## config.mk

```make
export PLATFORM = sky130hd
export DESIGN_NAME = mpet_pulse_echo_timer
export DESIGN_NICKNAME = d
export VERILOG_FILES = /design/src/mpet_pulse_gen.v /design/src/mpet_pulse_echo_timer.v
export VERILOG_INCLUDE_DIRS = /design/src /design/src/src
export SDC_FILE = /design/constraint.sdc
export NUM_CORES = 1
export LEC_CHECK = 0
export ABC_AREA = 1
export BUFFER_PORTS_ARGS = -buffer_cell sky130_fd_sc_hd__buf_2
export CAP_MARGIN = 0
export CORE_AREA = 2 2 142 144
export CTS_CLUSTER_DIAMETER = 120
export DETAILED_ROUTE_END_ITERATION = 8
export DIE_AREA = 0 0 144 146
export GPL_TIMING_DRIVEN = 0
export PLACE_DENSITY = 0.84
export SYNTH_ARGS = -nofsm -noshare
export SYNTH_HDL_FRONTEND = slang
export SYNTH_SLANG_ARGS = --single-unit
export TNS_END_PERCENT = 10
```

## constraint.sdc

```tcl
create_clock -name clk -period 5.9 [get_ports clk]
set_input_delay 0.59 -clock clk [delete_from_list [all_inputs] [get_ports clk]]
set_output_delay 0.59 -clock clk [all_outputs]
set_load 0.01 [all_outputs]
```

## src/mpet_map.vh

```
// Register map, field positions, reset values and timing constants of the echo timer.
`ifndef MPET_MAP_VH
`define MPET_MAP_VH
////////////////////////////////////////////////////////////////////////////////
// Register byte offsets.
`define MPET_OFF_LATCH    8'h00
`define MPET_OFF_CTRL     8'h04
`define MPET_OFF_FMT      8'h08
`define MPET_OFF_WIDTH    8'h0c
`define MPET_OFF_DIV      8'h10
`define MPET_OFF_FREQ     8'h14
`define MPET_OFF_STAT     8'h18
////////////////////////////////////////////////////////////////////////////////
// Control and format register fields.
`define MPET_CTRL_OUTEN   0
`define MPET_CTRL_TM_LO   1
`define MPET_CTRL_TM_HI   2
`define MPET_TMODE_ECHO   2'h1
`define MPET_FMT_PULSE_BIT 3
////////////////////////////////////////////////////////////////////////////////
// Status register fields.
`define MPET_STAT_VALID   0
`define MPET_STAT_TMO     1
`define MPET_STAT_BUSY    2
`define MPET_STAT_NOCAPT  3
`define MPET_STAT_PULSE   4
////////////////////////////////////////////////////////////////////////////////
// Reset values.
`define MPET_RST_OUTEN    1'h0
`define MPET_RST_TMODE    2'h0
`define MPET_RST_FMT      4'h0
`define MPET_RST_WIDTH    16'h0005
`define MPET_RST_DIV      16'h0020
`define MPET_RST_FREQ     24'h000000
`define MPET_RST_LATCH    24'h000000
////////////////////////////////////////////////////////////////////////////////
// Timing: system clock and echo timer rates, and the latch layout.
`define MPET_CLK_HZ       100000000
`define MPET_TIMER_HZ     600000000
`define MPET_TIMER_STEP   (`MPET_TIMER_HZ / `MPET_CLK_HZ)
`define MPET_TIMER_MAX    24'hffffff
`define MPET_LATCH_FILL   8'h00
`endif

```

## src/mpet_pulse_gen.v

```verilog
// Pulse clock divider and excitation pulse shaper.
`timescale 1ns/1ns
`include "mpet_map.vh"
module mpet_pulse_gen (
  // Clock and reset.
  input  wire        clk,
  input  wire        nrst,
  // Settings.
  input  wire [15:0] div,
  input  wire [15:0] width,
  // Request and events.
  input  wire        fire,
  output reg         tick_q,
  output reg         pulse_q,
  output reg         fall_q
);
////////////////////////////////////////////////////////////////////////////////
reg  [15:0] div_cnt_q;
reg  [15:0] wcnt_q;
reg         pend_q;
wire [15:0] div_last;
wire        tick_w;

assign div_last = (div == 16'h0000) ? 16'h0000 : div - 16'h0001;
assign tick_w   = (div_cnt_q >= div_last);

// The pulse clock is the system clock divided by the divider setting; a setting of zero divides by one.
always @(posedge clk or negedge nrst) begin
  if (!nrst) begin
    div_cnt_q <= 16'h0000;
    tick_q    <= 1'b0;
  end else begin
    tick_q <= tick_w;
    if (tick_w) begin
      div_cnt_q <= 16'h0000;
    end else begin
      div_cnt_q <= div_cnt_q + 16'h0001;
    end
  end
end

////////////////////////////////////////////////////////////////////////////////
// A request starts a pulse on the next pulse clock tick that lasts width ticks.
always @(posedge clk or negedge nrst) begin
  if (!nrst) begin
    pend_q  <= 1'b0;
    pulse_q <= 1'b0;
    wcnt_q  <= 16'h0000;
    fall_q  <= 1'b0;
  end else begin
    fall_q <= 1'b0;
    if (fire) begin
      pend_q <= 1'b1;
    end
    if (tick_w) begin
      if (pulse_q) begin
        wcnt_q <= wcnt_q - 16'h0001;
        if (wcnt_q == 16'h0001) begin
          pulse_q <= 1'b0;
          fall_q  <= 1'b1;
        end
      end else if (pend_q && width != 16'h0000) begin
        pend_q  <= fire;
        pulse_q <= 1'b1;
        wcnt_q  <= width;
      end else if (pend_q) begin
        pend_q <= fire;
      end
    end
  end
end

endmodule // mpet_pulse_gen

```

## src/mpet_pulse_echo_timer.v

```verilog
// Pulse-echo timer channel for an externally excited displacement transducer.
//
// The register addresses and the strobed register port are this design's own decisions.
`timescale 1ns/1ns
`include "mpet_map.vh"
module mpet_pulse_echo_timer (
  // Clock and reset.
  input  wire        clk,
  input  wire        nrst,
  // Register port.
  input  wire [7:0]  addr,
  input  wire [31:0] wdata,
  input  wire        wr,
  input  wire        rd,
  output reg  [31:0] rdata_q,
  // Servo interrupt strobe.
  input  wire        servo_irq,
  // Echo input pair.
  input  wire        echo_input_pos,
  input  wire        echo_input_neg,
  // Excitation output pair and its output enable.
  output reg         pulse_frequency_output_pos_q,
  output reg         pulse_frequency_output_neg_q,
  output reg         pulse_frequency_output_oe_q,
  // Channel state.
  output reg         capture_unavailable_q,
  output reg         position_valid_q
);
////////////////////////////////////////////////////////////////////////////////
// Timer increment per system clock, derived from the two rates.
localparam integer TIMER_RATIO = `MPET_TIMER_STEP;
localparam [23:0]  TIMER_STEP  = TIMER_RATIO[23:0];
localparam [23:0] TIMER_MAX  = `MPET_TIMER_MAX;

// Software settings.
reg         phase_d_output_enable_q;
reg  [1:0]  channel_timer_function_q;
reg  [3:0]  phase_output_format_q;
reg  [15:0] pulse_width_setting_q;
reg  [15:0] pulse_clock_divider_q;
reg  [23:0] freq_cmd_q;

// Echo path.
reg         echo_pos_s1_q;
reg         echo_pos_s2_q;
reg         echo_neg_s1_q;
reg         echo_neg_s2_q;
reg         echo_lvl_q;
wire        echo_lvl_w;
wire        echo_rise_w;

// Timer and latch.
reg  [23:0] timer_q;
reg  [23:0] timer_d;
reg         counting_q;
reg         counting_d;
reg  [23:0] echo_time_latch_q;
reg  [23:0] latch_d;
reg         latch_evt_w;
reg         tmo_evt_w;

// Sticky status.
reg         stat_valid_q;
reg         stat_tmo_q;

// Pulse frequency accumulator.
reg  [23:0] freq_acc_q;
reg         freq_carry_q;
wire [24:0] freq_sum_w;

// Pulse generator links.
wire        echo_mode_w;
wire        pulse_mode_w;
wire        fire_w;
wire        tick_w;
wire        pulse_w;
wire        fall_w;

// Register decode.
wire        wr_ctrl_w;
wire        wr_fmt_w;
wire        wr_width_w;
wire        wr_div_w;
wire        wr_freq_w;
wire        wr_stat_w;
reg  [31:0] rd_mux_w;

////////////////////////////////////////////////////////////////////////////////
// Mode decode.
assign echo_mode_w = (channel_timer_function_q == `MPET_TMODE_ECHO);
assign pulse_mode_w = phase_output_format_q[`MPET_FMT_PULSE_BIT];

////////////////////////////////////////////////////////////////////////////////
// Register writes.
assign wr_ctrl_w  = wr && (addr == `MPET_OFF_CTRL);
assign wr_fmt_w   = wr && (addr == `MPET_OFF_FMT);
assign wr_width_w = wr && (addr == `MPET_OFF_WIDTH);
assign wr_div_w   = wr && (addr == `MPET_OFF_DIV);
assign wr_freq_w  = wr && (addr == `MPET_OFF_FREQ);
assign wr_stat_w  = wr && (addr == `MPET_OFF_STAT);

always @(posedge clk or negedge nrst) begin
  if (!nrst) begin
    phase_d_output_enable_q  <= `MPET_RST_OUTEN;
    channel_timer_function_q <= `MPET_RST_TMODE;
    phase_output_format_q    <= `MPET_RST_FMT;
    pulse_width_setting_q    <= `MPET_RST_WIDTH;
    pulse_clock_divider_q    <= `MPET_RST_DIV;
    freq_cmd_q               <= `MPET_RST_FREQ;
  end else begin
    if (wr_ctrl_w) begin
      phase_d_output_enable_q  <= wdata[`MPET_CTRL_OUTEN];
      channel_timer_function_q <= wdata[`MPET_CTRL_TM_HI:`MPET_CTRL_TM_LO];
    end
    if (wr_fmt_w) begin
      phase_output_format_q <= wdata[3:0];
    end
    if (wr_width_w) begin
      pulse_width_setting_q <= wdata[15:0];
    end
    if (wr_div_w) begin
      pulse_clock_divider_q <= wdata[15:0];
    end
    if (wr_freq_w) begin
      freq_cmd_q <= wdata[23:0];
    end
  end
end

////////////////////////////////////////////////////////////////////////////////
// Pulse frequency accumulator, used only outside transducer mode.
assign freq_sum_w = {1'b0, freq_acc_q} + {1'b0, freq_cmd_q};

always @(posedge clk or negedge nrst) begin
  if (!nrst) begin
    freq_acc_q   <= 24'h000000;
    freq_carry_q <= 1'b0;
  end else begin
    freq_carry_q <= 1'b0;
    if (echo_mode_w) begin
      freq_acc_q <= 24'h000000;
    end else if (tick_w) begin
      freq_acc_q   <= freq_sum_w[23:0];
      freq_carry_q <= freq_sum_w[24];
    end
  end
end

// Transducer mode fires on the servo interrupt, gated by the output enable and the pulse format bit.
assign fire_w = phase_d_output_enable_q && pulse_mode_w &&
                (echo_mode_w ? servo_irq : freq_carry_q);

////////////////////////////////////////////////////////////////////////////////
// Pulse clock divider and pulse shaper.
mpet_pulse_gen u_pulse_gen (
  .clk    (clk),
  .nrst   (nrst),
  .div    (pulse_clock_divider_q),
  .width  (pulse_width_setting_q),
  .fire   (fire_w),
  .tick_q (tick_w),
  .pulse_q(pulse_w),
  .fall_q (fall_w)
);

////////////////////////////////////////////////////////////////////////////////
// Differential excitation drive, gated by the output enable.
always @(posedge clk or negedge nrst) begin
  if (!nrst) begin
    pulse_frequency_output_pos_q <= 1'b0;
    pulse_frequency_output_neg_q <= 1'b0;
    pulse_frequency_output_oe_q  <= 1'b0;
  end else begin
    pulse_frequency_output_oe_q  <= phase_d_output_enable_q;
    pulse_frequency_output_pos_q <= phase_d_output_enable_q && pulse_w;
    pulse_frequency_output_neg_q <= phase_d_output_enable_q && !pulse_w;
  end
end

////////////////////////////////////////////////////////////////////////////////
// Echo pair synchroniser and rising edge detect.
always @(posedge clk or negedge nrst) begin
  if (!nrst) begin
    echo_pos_s1_q <= 1'b0;
    echo_pos_s2_q <= 1'b0;
    echo_neg_s1_q <= 1'b1;
    echo_neg_s2_q <= 1'b1;
    echo_lvl_q    <= 1'b0;
  end else begin
    echo_pos_s1_q <= echo_input_pos;
    echo_pos_s2_q <= echo_pos_s1_q;
    echo_neg_s1_q <= echo_input_neg;
    echo_neg_s2_q <= echo_neg_s1_q;
    echo_lvl_q    <= echo_lvl_w;
  end
end

// The pair reads high when the positive leg is above the negative leg.
assign echo_lvl_w  = echo_pos_s2_q && !echo_neg_s2_q;
assign echo_rise_w = echo_lvl_w && !echo_lvl_q;

////////////////////////////////////////////////////////////////////////////////
// Echo timer: clear on the pulse fall, count, latch on the echo edge.
always @* begin
  timer_d     = timer_q;
  counting_d  = counting_q;
  latch_d     = echo_time_latch_q;
  latch_evt_w = 1'b0;
  tmo_evt_w   = 1'b0;
  if (!echo_mode_w) begin
    counting_d = 1'b0;
  end else if (fall_w) begin
    timer_d    = 24'h000000;
    counting_d = 1'b1;
    tmo_evt_w  = counting_q;
  end else if (counting_q) begin
    if (echo_rise_w) begin
      latch_d     = timer_q;
      latch_evt_w = 1'b1;
      counting_d  = 1'b0;
    end else if (timer_q > TIMER_MAX - TIMER_STEP) begin
      timer_d = TIMER_MAX;
    end else begin
      timer_d = timer_q + TIMER_STEP;
    end
  end
end

always @(posedge clk or negedge nrst) begin
  if (!nrst) begin
    timer_q           <= 24'h000000;
    counting_q        <= 1'b0;
    echo_time_latch_q <= `MPET_RST_LATCH;
  end else begin
    timer_q           <= timer_d;
    counting_q        <= counting_d;
    echo_time_latch_q <= latch_d;
  end
end

////////////////////////////////////////////////////////////////////////////////
// Sticky status flags; a new event wins over a write-one clear.
always @(posedge clk or negedge nrst) begin
  if (!nrst) begin
    stat_valid_q <= 1'b0;
    stat_tmo_q   <= 1'b0;
  end else begin
    if (latch_evt_w) begin
      stat_valid_q <= 1'b1;
    end else if (wr_stat_w && wdata[`MPET_STAT_VALID]) begin
      stat_valid_q <= 1'b0;
    end
    if (tmo_evt_w) begin
      stat_tmo_q <= 1'b1;
    end else if (wr_stat_w && wdata[`MPET_STAT_TMO]) begin
      stat_tmo_q <= 1'b0;
    end
  end
end

// Channel state outputs.
always @(posedge clk or negedge nrst) begin
  if (!nrst) begin
    capture_unavailable_q <= 1'b0;
    position_valid_q      <= 1'b0;
  end else begin
    capture_unavailable_q <= echo_mode_w;
    position_valid_q      <= stat_valid_q;
  end
end

////////////////////////////////////////////////////////////////////////////////
// Register reads; data stand one cycle after the strobe, zero otherwise.
always @* begin
  rd_mux_w = 32'h00000000;
  case (addr)
    `MPET_OFF_LATCH: begin
      rd_mux_w = {echo_time_latch_q, `MPET_LATCH_FILL};
    end
    `MPET_OFF_CTRL: begin
      rd_mux_w[`MPET_CTRL_OUTEN]                 = phase_d_output_enable_q;
      rd_mux_w[`MPET_CTRL_TM_HI:`MPET_CTRL_TM_LO] = channel_timer_function_q;
    end
    `MPET_OFF_FMT: begin
      rd_mux_w[3:0] = phase_output_format_q;
    end
    `MPET_OFF_WIDTH: begin
      rd_mux_w[15:0] = pulse_width_setting_q;
    end
    `MPET_OFF_DIV: begin
      rd_mux_w[15:0] = pulse_clock_divider_q;
    end
    `MPET_OFF_FREQ: begin
      rd_mux_w[23:0] = freq_cmd_q;
    end
    `MPET_OFF_STAT: begin
      rd_mux_w[`MPET_STAT_VALID]  = stat_valid_q;
      rd_mux_w[`MPET_STAT_TMO]    = stat_tmo_q;
      rd_mux_w[`MPET_STAT_BUSY]   = counting_q;
      rd_mux_w[`MPET_STAT_NOCAPT] = echo_mode_w;
      rd_mux_w[`MPET_STAT_PULSE]  = pulse_w;
    end
    default: begin
      rd_mux_w = 32'h00000000;
    end
  endcase
end

always @(posedge clk or negedge nrst) begin
  if (!nrst) begin
    rdata_q <= 32'h00000000;
  end else if (rd) begin
    rdata_q <= rd_mux_w;
  end else begin
    rdata_q <= 32'h00000000;
  end
end

endmodule // mpet_pulse_echo_timer

```

==> metrics.md, run 1 <==
| Metric | Value |
|---|---|
| Share of layout cells above drive strength 1 | `a little under a tenth` |
| CP Data Arrival Time | `slightly below 4 ns` |
| Count of different cell masters after synthesis | `46` |
| Levels on crit path | `16` |
| Placeable Area | `19300 sq um` |
| Worst path slowest cell | `sky130_fd_sc_hd__dfrtp_1` |
| Launch point of the worst reg-to-reg path | `pulse_clock_divider_q[0]$_DFFE_PN0P_` |
| Die footprint | `21000 sq um` |
| Clock transition time at the flip-flop clock pins of the worst setup and hold paths | `0.07 ns` |
| WHS | `around 0.061 ns` |
| Via count of the first global-routing pass | `11.0k` |
| Area share of the leading cell type in the synthesized netlist | `42.8%` |
| DRC violations left | `0` |
| Most numerous cell types in the synthesized netlist | `554 x sky130_fd_sc_hd__nand2_1, 221 x sky130_fd_sc_hd__inv_1, 212 x sky130_fd_sc_hd__dfrtp_1` |
| Hold/Removal Path Class | `in -> async` |
| Final cycle utilization of the critical path | `57.6%` |
| Avg Cell Area, Syn | `7.27 sq um` |
| Highest attainable clock frequency | `294 MHz` |
| Reg-to-Reg End | `u_pulse_gen.fall_q$_DFF_PN0_` |
| Number of buffers and inverters on the critical path | `4` |
| Cell class contributing the biggest share of worst-path delay | `simple AND/OR/NAND/NOR gates` |
| Global router's overall resource usage | `~32%` |
| Register-to-register setup slack | `2.50 ns` |
| Cells taking the most area after synthesis | `sky130_fd_sc_hd__dfrtp_1 43%, sky130_fd_sc_hd__nand2_1 17%, sky130_fd_sc_hd__inv_1 6.7%` |
| Type of element launching the critical path | `register` |
| Transition at the pin with the smallest max-transition slack | `roughly 0.70 ns` |
| Portion of the post-synthesis area used by sequential elements | `43.8%` |
| Final cell area excluding filler cells | `between 10000 and 15000 sq um` |
| Prevailing post-synth register cell | `sky130_fd_sc_hd__dfrtp_1` |
| Post-route setup TNS | `0 ns` |
| Setup-violating endpoint count in the final report | `0` |
| Number of nets in the layout | `1901` |
| Cell taking the most area after synthesis | `sky130_fd_sc_hd__dfrtp_1` |
| Detailed-route via count | `between 10k and 15k` |
| Most frequently used cell type in the post-synthesis netlist | `sky130_fd_sc_hd__nand2_1` |
| Biggest fanout along the worst timing path | `10` |
| Post-cts resize count | `0` |
| Flip-flop and latch count after synthesis | `217` |
| Routed length per placed instance | `15.8 um` |
| CTS root buffer | `sky130_fd_sc_hd__clkbuf_16` |
| Post-CTS repair timing setup buffer count | `0` |
| Half-perimeter wire length after placement | `24.4 mm` |
| Total clock buffers created by CTS | `24` |
| Number of buffers added to fix hold violations after cts | `0` |
| Worst-skew pair later-pin latency | `0.52 ns` |
| Largest net degree at the start of global routing | `129` |
| Antenna fix cells | `0` |
| Vias per cell | `5.59` |
| Crit path kind | `reg -> reg` |
| Max-capacitance violation count | `0` |
| GRT overflow | `0` |
| Number of placement rows | `51` |
| First-pass DRT Iterations | `7` |
| Remaining antenna violation count | `0` |
| Cell-by-cell listing of the critical path | `inv_1 -> ha_1 -> nand2_1 -> nor2_1 -> inv_1 -> nor2_2 -> nand3_1 -> a21o_1 -> ha_1 -> nand2_1 -> nor3_1 -> nand3_1 -> nand3_2 -> buf_2 -> nand4_1 -> inv_1` |
| Count of routing violations after the opening detailed-route iteration | `between 900 and 1k` |
| Synthesized instance count | `between 1.5k and 2k` |
| CTS tree | `done` |
| Initial antenna violation count | `0` |
| Area of the mapped netlist | `12400 sq um` |
| Die extent in y | `146 um` |
| Cell count of the worst reg-to-reg path | `16` |
| Endpoint kind of the worst setup timing path | `register` |
| DIE WIDTH | `144 um` |
| Number of enable flip-flop cells after synthesis | `0` |
| Global placement routability congestion | `approximately 0.96` |
| Final Max Slew Viols | `0` |
| Clock period minus worst slack | `3.40 ns` |
| Boundary pin count | `84` |
| Outcome | `completed` |
| Worst Clk Skew | `0.00877 ns` |
| Worst relative slew slack | `53.6%` |
| First-pass GRT wire length | `54.3 mm` |
| Number of levels in the clock H-tree | `1` |
| Synthesized netlist net count | `~1.8k` |
| Starting density of the core | `roughly 64%` |
| Worst ir drop on vdd | `0.245 mV` |
| Leak | `between 7 and 8 nW` |
| Unrepaired setup endpoints after global routing | `false` |
| Yosys warnings | `0` |
| Cell area after placement | `13100 sq um` |
| Endpoints failing hold | `0` |
| Power per standard cell area | `291 nW/um^2` |
| Layout overhead on the synthesized area | `12.4%` |
| Number of port buffers | `74` |
| Clk buf depth | `3` |
| Delay of the slowest cell on the worst path | `0.42 ns` |
| Most frequent cell on the critical path | `sky130_fd_sc_hd__inv_1` |
| Wire length after detailed routing | `33.1 mm` |
| Clock sink total | `~220` |
| Async set-reset flop share out of synthesis | `100%` |
| Critical path data required time | `6.35 ns` |
flip-flops by register name, indices dropped and copies added, names as in the netlist, 2 cells and up:
signal,flops
channel_timer_function_q,2
echo_time_latch_q,24
freq_acc_q,24
freq_cmd_q,24
phase_output_format_q,4
pulse_clock_divider_q,16
pulse_width_setting_q,16
rdata_q,32
timer_q,24
u_pulse_gen.div_cnt_q,16
u_pulse_gen.wcnt_q,16
layout by cell type, fill, tap and decap left out, types with 4 or more instances in the layout:
cell type and n:
sky130_fd_sc_hd__nand2_1 554, sky130_fd_sc_hd__inv_1 221, sky130_fd_sc_hd__dfrtp_1 212, sky130_fd_sc_hd__nor2_1 161, sky130_fd_sc_hd__o21ai_0 159, sky130_fd_sc_hd__nand3_1 103, sky130_fd_sc_hd__buf_2 92, sky130_fd_sc_hd__a21oi_1 50
sky130_fd_sc_hd__ha_1 46, sky130_fd_sc_hd__nor3_1 26, sky130_fd_sc_hd__clkbuf_16 25, sky130_fd_sc_hd__clkbuf_1 24, sky130_fd_sc_hd__nand4_1 23, sky130_fd_sc_hd__xor2_1 16, sky130_fd_sc_hd__nand3b_1 8, sky130_fd_sc_hd__o21ai_1 8
sky130_fd_sc_hd__mux2_4 8, sky130_fd_sc_hd__nor4_1 6, sky130_fd_sc_hd__nor3b_1 6, sky130_fd_sc_hd__nand2_2 6, sky130_fd_sc_hd__inv_2 6, sky130_fd_sc_hd__xnor2_1 6, sky130_fd_sc_hd__clkbuf_8 5, sky130_fd_sc_hd__dfstp_2 5
sky130_fd_sc_hd__nor2_2 4, sky130_fd_sc_hd__a31oi_1 4
layout make-up:
type / count / area [sq um]
clock buffers: 37 / 721
repair buffers: 75 / 408
fillers: 1561 / 5390
multi-input cells: 1220 / 5920
well taps: 265 / 332
plain buffers: 40 / 189
clock inverters: 6 / 82.6
flip-flops and latches: 217 / 5440
inverters: 229 / 860
worst max-delay path by stage:
stage / startpoint / to
2_1_floorplan: pulse_clock_divider_q[0]$_DFFE_PN0P_ / u_pulse_gen.wcnt_q[13]$_DFFE_PN0P_
3_3_place_gp: nrst / freq_acc_q[18]$_DFFE_PN0P_
3_5_place_dp: pulse_clock_divider_q[0]$_DFFE_PN0P_ / u_pulse_gen.fall_q$_DFF_PN0_
4_1_cts: pulse_clock_divider_q[0]$_DFFE_PN0P_ / u_pulse_gen.fall_q$_DFF_PN0_
5_1_grt: pulse_clock_divider_q[0]$_DFFE_PN0P_ / u_pulse_gen.fall_q$_DFF_PN0_
6_report: pulse_clock_divider_q[0]$_DFFE_PN0P_ / u_pulse_gen.fall_q$_DFF_PN0_
cell families (layout without fill, tap and decap cells):
family	after synthesis	count (layout)	share of synthesized area [%]
AO/OA/AOI/OAI	234	234	9.78
buffers and inverters	269	387	8.45
adder cells (fa/ha/maj)	47	47	4.80
XOR/XNOR	22	22	1.55
AND/OR/NAND/NOR	908	908	30.5
multiplexers	9	9	1.06
flip-flops	217	217	43.8
power breakdown:
group / switching, mW / internal [mW] / total (mW) / leakage [nW]
Sequential: 0.104 / 1.61 / 1.71 / 2.97
Combinational: 0.519 / 0.303 / 0.822 / 4.01
Clock: 0.600 / 0.924 / 1.52 / 0.392
Total: 1.22 / 2.83 / 4.06 / 7.36
layer usage:
metal / vias up / wire (um) / track usage, % / share of wire (%)
met5: - / 0 / 0 / 0
met4: 0 / 1580 / 13.4 / 4.8
met3: 108 / 2060 / 4.48 / 6.2
met2: 451 / 16100 / 54.8 / 49
met1: 5481 / 13300 / 41.4 / 40
li1: 5634 / - / - / -
stage by stage:
stage          utilization (%)  worst slack, ns  instances  total power [mW]
6_report                  72.1             2.50       2089              4.06
5_1_grt                   72.1             2.26       2089              4.28
4_1_cts                   72.1             2.54       2089              4.06
3_5_place_dp              68.0             2.58       2046              2.54
3_3_place_gp              67.8            0.659       2045              2.50
2_1_floorplan                -             3.25       1706              2.31
Power figures use the tool's default switching activity.
==> inputs of run 2 (changes only) <==
--- a/config.mk
+++ b/config.mk
@@ -9,12 +9,12 @@
 export ABC_AREA = 1
 export BUFFER_PORTS_ARGS = -buffer_cell sky130_fd_sc_hd__buf_2
 export CAP_MARGIN = 0
-export CORE_AREA = 2 2 142 144
+export CORE_AREA = 2 2 154 156
 export CTS_CLUSTER_DIAMETER = 120
 export DETAILED_ROUTE_END_ITERATION = 8
-export DIE_AREA = 0 0 144 146
+export DIE_AREA = 0 0 156 158
 export GPL_TIMING_DRIVEN = 0
-export PLACE_DENSITY = 0.84
+export PLACE_DENSITY = 0.76
 export SYNTH_ARGS = -nofsm -noshare
 export SYNTH_HDL_FRONTEND = slang
 export SYNTH_SLANG_ARGS = --single-unit
==> constraint.sdc (replaced) <==
create_clock -name clk -period 3.12 [get_ports clk]
set_input_delay 0.312 -clock clk [delete_from_list [all_inputs] [get_ports clk]]
set_output_delay 0.312 -clock clk [all_outputs]
set_load 0.01 [all_outputs]
==> run 2 against run 1 <==
Effect of this change: utilization fell by 10 points; sequential cell count unchanged; critical path depth unchanged; clock skew rose by 0.0098 ns; register-to-register slack worse by 2.4 ns; global-route usage is 4.5 points lower; hold slack improved by 0.039 ns; critical path type unchanged; critical endpoint unchanged.
==> metrics.md, run 2 (synthesized netlist as in run 1, its figures left out) <==
| Metric | Value |
|---|---|
| Global router's overall resource usage | `27.8%` |
| Worst path slowest cell | `sky130_fd_sc_hd__dfrtp_2` |
| Number of nets in the layout | `1918` |
| Number of port buffers | `74` |
| Die extent in y | `around 160 um` |
| Critical path data required time | `3.59 ns` |
| Post-route setup TNS | `0 ns` |
| Clock sink total | `between 200 and 250` |
| Fillcell total | `2079` |
| Cell class contributing the biggest share of worst-path delay | `simple AND/OR/NAND/NOR gates` |
| Via count of the first global-routing pass | `11.0k` |
| Vias per cell | `5.43` |
| Largest net degree at the start of global routing | `roughly 110` |
| Commonest non-fill, non-tap cell in the layout | `sky130_fd_sc_hd__nand2_1` |
| Non-filler cells, final | `2134` |
| Register ranked first by flip-flop count | `rdata_q` |
| Biggest fanout along the worst timing path | `10` |
| Delay of the slowest cell on the worst path | `0.45 ns` |
| Worst relative slew slack | `between 40% and 50%` |
| Hold/Removal Path Class | `in -> reg` |
| Cell-by-cell listing of the critical path | `nor2_1 -> inv_1 -> nor2_1 -> nand3_1 -> nor2_2 -> nand3_1 -> clkbuf_4 -> nand3_1 -> ha_1 -> nand4_1 -> nor3_4 -> nand2_2 -> nand3_4 -> buf_6 -> nand4_1 -> inv_1` |
| Routed length per placed instance | `around 16 um` |
| Highest attainable clock frequency | `332 MHz` |
| Clock period minus worst slack | `3.01 ns` |
| First-pass GRT wire length | `54.7 mm` |
| Worst ir drop on vdd | `0.455 mV` |
| Crit path kind | `reg -> reg` |
| Starting density of the core | `between 50% and 60%` |
| Setup-violating endpoint count in the final report | `0` |
| Die footprint | `around 25000 sq um` |
| Half-perimeter wire length after placement | `25.1 mm` |
| Count of routing violations after the opening detailed-route iteration | `1062` |
| Final core utilization | `between 60% and 70%` |
| DRC violations left | `0` |
| Leak | `between 7 and 8 nW` |
| Clk buf depth | `3` |
| Wire length after detailed routing | `33.6 mm` |
| Global placement routability congestion | `0.965` |
| Number of buffers and inverters on the critical path | `4` |
| Number of flip-flops in the largest register | `32` |
| Initial antenna violation count | `0` |
| Remaining antenna violation count | `0` |
| Boundary pin count | `84` |
| GRT overflow | `0` |
| Worst Clk Skew | `0.0185 ns` |
| Cell Count Post-Placement | `2071` |
| Number of levels in the clock H-tree | `1` |
| Total power | `7.89 mW` |
| CP Data Arrival Time | `3.48 ns` |
| Endpoint kind of the worst setup timing path | `register` |
| Final cycle utilization of the critical path | `between 90% and 100%` |
| First-pass DRT Iterations | `6` |
| Power per standard cell area | `approximately 550 nW/um^2` |
| Max-capacitance violation count | `0` |
| Placeable Area | `approximately 23000 sq um` |
| CTS root buffer | `sky130_fd_sc_hd__clkbuf_16` |
| Number of placement rows | `56` |
| Worst-skew pair later-pin latency | `0.54 ns` |
| Final Max Slew Viols | `0` |
| DIE WIDTH | `about 160 um` |
| Antenna fix cells | `0` |
| Outcome | `completed` |
| Total clock buffers created by CTS | `26` |
| CTS tree | `done` |
| Most frequent cell on the critical path | `sky130_fd_sc_hd__nand3_1` |
| Clock transition time at the flip-flop clock pins of the worst setup and hold paths | `0.06 ns` |
| Layout overhead on the synthesized area | `15.0%` |
| Endpoints failing hold | `0` |
| Share of layout cells above drive strength 1 | `10.7%` |
| Most used cells in the layout excluding fill and tap cells | `551 x sky130_fd_sc_hd__nand2_1, 219 x sky130_fd_sc_hd__inv_1, 210 x sky130_fd_sc_hd__dfrtp_1` |
| Type of element launching the critical path | `register` |
| Transition at the pin with the smallest max-transition slack | `between 0.8 and 0.9 ns` |
| Detailed-route via count | `11.6k` |
==> run 2: path summary, 6_finish.rpt <==
kind	from	endpoint	slack, ns	cells past startpoint
min in group asynchronous	nrst	u_pulse_gen.wcnt_q[11]$_DFFE_PN0P_	0.40	2
hold / removal	servo_irq	u_pulse_gen.pend_q$_DFF_PN0_	0.10	3
setup / recovery	pulse_clock_divider_q[8]$_DFFE_PN0P_	u_pulse_gen.fall_q$_DFF_PN0_	0.11	16
max in group asynchronous	nrst	timer_q[14]$_DFFE_PN0P_	1.72	3
setup reg to reg	pulse_clock_divider_q[8]$_DFFE_PN0P_	u_pulse_gen.fall_q$_DFF_PN0_	0.11	16
hold reg to reg	echo_neg_s1_q$_DFF_PN1_	echo_neg_s2_q$_DFF_PN1_	0.35	0
==> run 2: per-layer routing <==
metal	routed length [um]	share of wire, %	vias to the layer above	track usage, %
met1	14200	42	5446	35.3
met5	0	0	-	0
met2	16000	47	367	47.5
li1	-	-	5680	-
met4	1580	4.7	0	12.8
met3	1820	5.4	98	3.67
==> run 2: per-stage QoR <==
| step | setup WS, ns | hold slack (ns) | cell area (sq um) |
|---|---|---|---|
| 2_1_floorplan | 0.470 | 0.0164 | 12400 |
| 3_3_place_gp | -1.89 | 0.338 | 13100 |
| 3_5_place_dp | -0.224 | 0.347 | 13200 |
| 4_1_cts | 0.0195 | 0.0959 | 14200 |
| 5_1_grt | -0.0243 | 0.148 | 14300 |
| 6_report | 0.111 | 0.100 | 14300 |
==> run 2: layout make-up <==
class	count	area [sq um]	share of cell area, %
inverter	229	860	6.03
multi-input combinational	1221	6000	42.0
buffer	40	205	1.44
tap	290	363	2.54
clock inverter	14	168	1.18
sequential	217	5440	38.1
clock buffer	34	691	4.84
timing repair buffer	89	541	3.79
==> run 2: where the power goes <==
group          internal, mW  switching (mW)  leakage (nW)  total, mW
registers              3.04           0.199          2.96       3.24
logic                 0.608            1.03          4.11       1.64
clock network          1.82            1.21         0.414       3.02
total                  5.46            2.43          7.49       7.89
==> run 2: timing repair <==
action,in CTS,in global routing
gates cloned,0,1
buffers inserted,0,3
setup endpoints to repair,30,33
pin swaps,1,7
hold buffers,11,0
endpoints found under the hold margin,114,0
gates resized for setup,5,25
==> run 2: worst reg2reg max path, stage by stage (launching register included) <==
cell and delay (ns):
sky130_fd_sc_hd__dfrtp_2 0.45, sky130_fd_sc_hd__nor2_1 0.16, sky130_fd_sc_hd__inv_1 0.06, sky130_fd_sc_hd__nor2_1 0.15, sky130_fd_sc_hd__nand3_1 0.12, sky130_fd_sc_hd__nor2_2 0.13
sky130_fd_sc_hd__nand3_1 0.12, sky130_fd_sc_hd__clkbuf_4 0.21, sky130_fd_sc_hd__nand3_1 0.11, sky130_fd_sc_hd__ha_1 0.16, sky130_fd_sc_hd__nand4_1 0.15, sky130_fd_sc_hd__nor3_4 0.30
sky130_fd_sc_hd__nand2_2 0.16, sky130_fd_sc_hd__nand3_4 0.18, sky130_fd_sc_hd__buf_6 0.17, sky130_fd_sc_hd__nand4_1 0.20, sky130_fd_sc_hd__inv_1 0.11
==> inputs of run 3 (changes only) <==
--- a/config.mk
+++ b/config.mk
@@ -9,12 +9,12 @@
 export ABC_AREA = 1
 export BUFFER_PORTS_ARGS = -buffer_cell sky130_fd_sc_hd__buf_2
 export CAP_MARGIN = 0
-export CORE_AREA = 2 2 154 156
+export CORE_AREA = 2 2 180 182
 export CTS_CLUSTER_DIAMETER = 120
 export DETAILED_ROUTE_END_ITERATION = 8
-export DIE_AREA = 0 0 156 158
+export DIE_AREA = 0 0 182 184
 export GPL_TIMING_DRIVEN = 0
-export PLACE_DENSITY = 0.76
+export PLACE_DENSITY = 0.59
 export SYNTH_ARGS = -nofsm -noshare
 export SYNTH_HDL_FRONTEND = slang
 export SYNTH_SLANG_ARGS = --single-unit
==> run 3 against run 2 <==
Effect of this change: routed wire length increased by 4.4%; final cell count is 4.7% higher; largest power group unchanged; die area is 36% higher; combinational power about the same; clock power up 6%; critical path type unchanged.
==> metrics.md, run 3 (synthesized netlist as in run 1, its figures left out) <==
| Metric | Value |
|---|---|
| Placeable Area | `31400 sq um` |
| Total clock buffers created by CTS | `25` |
| Count of routing violations after the opening detailed-route iteration | `748` |
| Detailed-route via count | `11.2k` |
| CP Data Arrival Time | `roughly 3.4 ns` |
| Via count of the first global-routing pass | `11.1k` |
| Largest net degree at the start of global routing | `113` |
| Number of port buffers | `74` |
| Worst relative slew slack | `44.4%` |
| CTS root buffer | `sky130_fd_sc_hd__clkbuf_16` |
| Cell count of the worst reg-to-reg path | `16` |
| Type of element launching the critical path | `register` |
| Hold Path Depth | `2` |
| Global router's overall resource usage | `around 21%` |
| Number of placement rows | `65` |
| Cell Count Post-Placement | `between 2k and 2.5k` |
| Routed length per placed instance | `15.7 um` |
| Power per standard cell area | `around 560 nW/um^2` |
| Switch share | `29.9%` |
| Worst ir drop on vdd | `just over 0.4 mV` |
| Starting density of the core | `39.5%` |
| WHS | `0.0138 ns` |
| DIE WIDTH | `182 um` |
| Worst-skew pair later-pin latency | `0.52 ns` |
| CTS tree | `done` |
| Die footprint | `approximately 33000 sq um` |
| Max-capacitance violation count | `0` |
| First-pass DRT Iterations | `5` |
| Antenna fix cells | `0` |
| Clock period minus worst slack | `3.01 ns` |
| Global placement routability congestion | `0.931` |
| Setup-violating endpoint count in the final report | `0` |
| Number of levels in the clock H-tree | `1` |
| Final cycle utilization of the critical path | `96.5%` |
| Initial antenna violation count | `0` |
| Boundary pin count | `84` |
| Number of nets in the layout | `between 1.5k and 2k` |
| Fillcell total | `3246` |
| Combinational Power Share | `approximately a fifth` |
| Biggest fanout along the worst timing path | `10` |
| GRT overflow | `0` |
| Clk buf depth | `3` |
| Wire length after detailed routing | `between 30 and 40 mm` |
| Vias per cell | `5.03` |
| Worst slack, placed | `-0.304 ns` |
| Register ranked first by flip-flop count | `rdata_q` |
| Part of the total power dissipated in the clock network | `39.8%` |
| Clock sink total | `between 200 and 250` |
| Final core utilization | `45.7%` |
| Post-route setup TNS | `0 ns` |
| Final Max Slew Viols | `0` |
| Die extent in y | `~180 um` |
| First-pass GRT wire length | `around 58 mm` |
| Share of layout cells above drive strength 1 | `a little over a tenth` |
| Layout overhead on the synthesized area | `15.7%` |
| Half-perimeter wire length after placement | `26.9 mm` |
| Critical path data required time | `3.52 ns` |
| Commonest non-fill, non-tap cell in the layout | `sky130_fd_sc_hd__nand2_1` |
| Endpoint kind of the worst setup timing path | `register` |
| Leak | `~7.5 nW` |
| Transition at the pin with the smallest max-transition slack | `roughly 0.83 ns` |
| Slack of the critical path | `0.110 ns` |
| Number of flip-flops in the largest register | `32` |
| Proportion of power drawn by flip-flops and latches | `about two fifths` |
| Hold/Removal Path Class | `in -> reg` |
| Worst Clk Skew | `~0.0090 ns` |
| DRC violations left | `0` |
| Clock transition time at the flip-flop clock pins of the worst setup and hold paths | `roughly 0.060 ns` |
| P_sw | `around 2.4 mW` |
| Most used cells in the layout excluding fill and tap cells | `552 x sky130_fd_sc_hd__nand2_1, 219 x sky130_fd_sc_hd__inv_1, 210 x sky130_fd_sc_hd__dfrtp_1` |
| Crit path kind | `reg -> reg` |
| Int Pwr | `5.65 mW` |
| Endpoints failing hold | `0` |
| Highest attainable clock frequency | `between 300 and 400 MHz` |
| Non-filler cells, final | `between 2k and 2.5k` |
| Outcome | `completed` |
| Remaining antenna violation count | `0` |
-- run 3: final cells by class --
type | instances | area [sq um] | area share, %
clock inverter | 15 | 239 | 1.67
timing repair buffer | 82 | 468 | 3.26
multi-input combinational | 1220 | 5970 | 41.6
buffer | 40 | 203 | 1.41
tap | 402 | 503 | 3.51
inverter | 229 | 860 | 5.99
clock buffer | 30 | 664 | 4.63
sequential | 217 | 5440 | 37.9
-- run 3: worst max-delay path: stages, from the launching register on --
cell and delay (ns):
sky130_fd_sc_hd__dfrtp_2 0.45, sky130_fd_sc_hd__nor2_1 0.17, sky130_fd_sc_hd__inv_1 0.06, sky130_fd_sc_hd__nor2_1 0.14, sky130_fd_sc_hd__nand3_1 0.12, sky130_fd_sc_hd__nor2_2 0.15
sky130_fd_sc_hd__nand3_1 0.17, sky130_fd_sc_hd__buf_4 0.22, sky130_fd_sc_hd__nand3_1 0.10, sky130_fd_sc_hd__ha_1 0.25, sky130_fd_sc_hd__a21oi_1 0.12, sky130_fd_sc_hd__o21ai_0 0.11
sky130_fd_sc_hd__a21oi_2 0.25, sky130_fd_sc_hd__nand3_4 0.17, sky130_fd_sc_hd__buf_6 0.19, sky130_fd_sc_hd__nand4_1 0.16, sky130_fd_sc_hd__inv_1 0.06
-- run 3: path summary, 6_finish.rpt --
| path | endpoint | from | slack [ns] |
|---|---|---|---|
| max | u_pulse_gen.fall_q$_DFF_PN0_ | pulse_clock_divider_q[8]$_DFFE_PN0P_ | 0.11 |
| min | freq_cmd_q[21]$_DFFE_PN0P_ | wdata[21] | 0.01 |
| max reg2reg | u_pulse_gen.fall_q$_DFF_PN0_ | pulse_clock_divider_q[8]$_DFFE_PN0P_ | 0.11 |
| min reg2reg | echo_pos_s2_q$_DFF_PN0_ | echo_pos_s1_q$_DFF_PN0_ | 0.35 |
| max in group asynchronous | timer_q[15]$_DFFE_PN0P_ | nrst | 1.67 |
| min in group asynchronous | u_pulse_gen.wcnt_q[7]$_DFFE_PN0P_ | nrst | 0.42 |
-- run 3: metrics by stage --
step | power (mW) | area [sq um]
final | 8.06 | 14300
after global routing | 8.51 | 14300
after CTS | 8.08 | 14300
after detailed placement | 4.83 | 13300
after global placement | 4.78 | 13300
after floorplan | 4.36 | 12400
-- run 3: metal layers --
metal / global-route usage (%) / vias up / wire length [um] / share of wire (%)
met2: 35.8 / 221 / 16100 / 46
li1: - / 5656 / - / -
met1: 28.9 / 5303 / 16400 / 47
met3: 2.32 / 62 / 1280 / 3.7
met5: 0 / - / 0 / 0
met4: 7.58 / 0 / 1310 / 3.7
-- run 3: repair_timing --
item	in CTS	in global routing
endpoints found under the hold margin	106	0
gates resized for setup	7	18
endpoints found under the setup margin	34	35
setup buffers	3	1
hold buffers	3	0
pin swaps	1	4
-- run 3: power groups by stage --
stage	clock network (mW)	registers, mW	logic, mW
6_report	3.21	3.23	1.62
5_1_grt	3.36	3.26	1.89
4_1_cts	3.26	3.23	1.59
3_5_place_dp	0	3.28	1.56
3_3_place_gp	0	3.27	1.50
2_1_floorplan	0	3.22	1.15
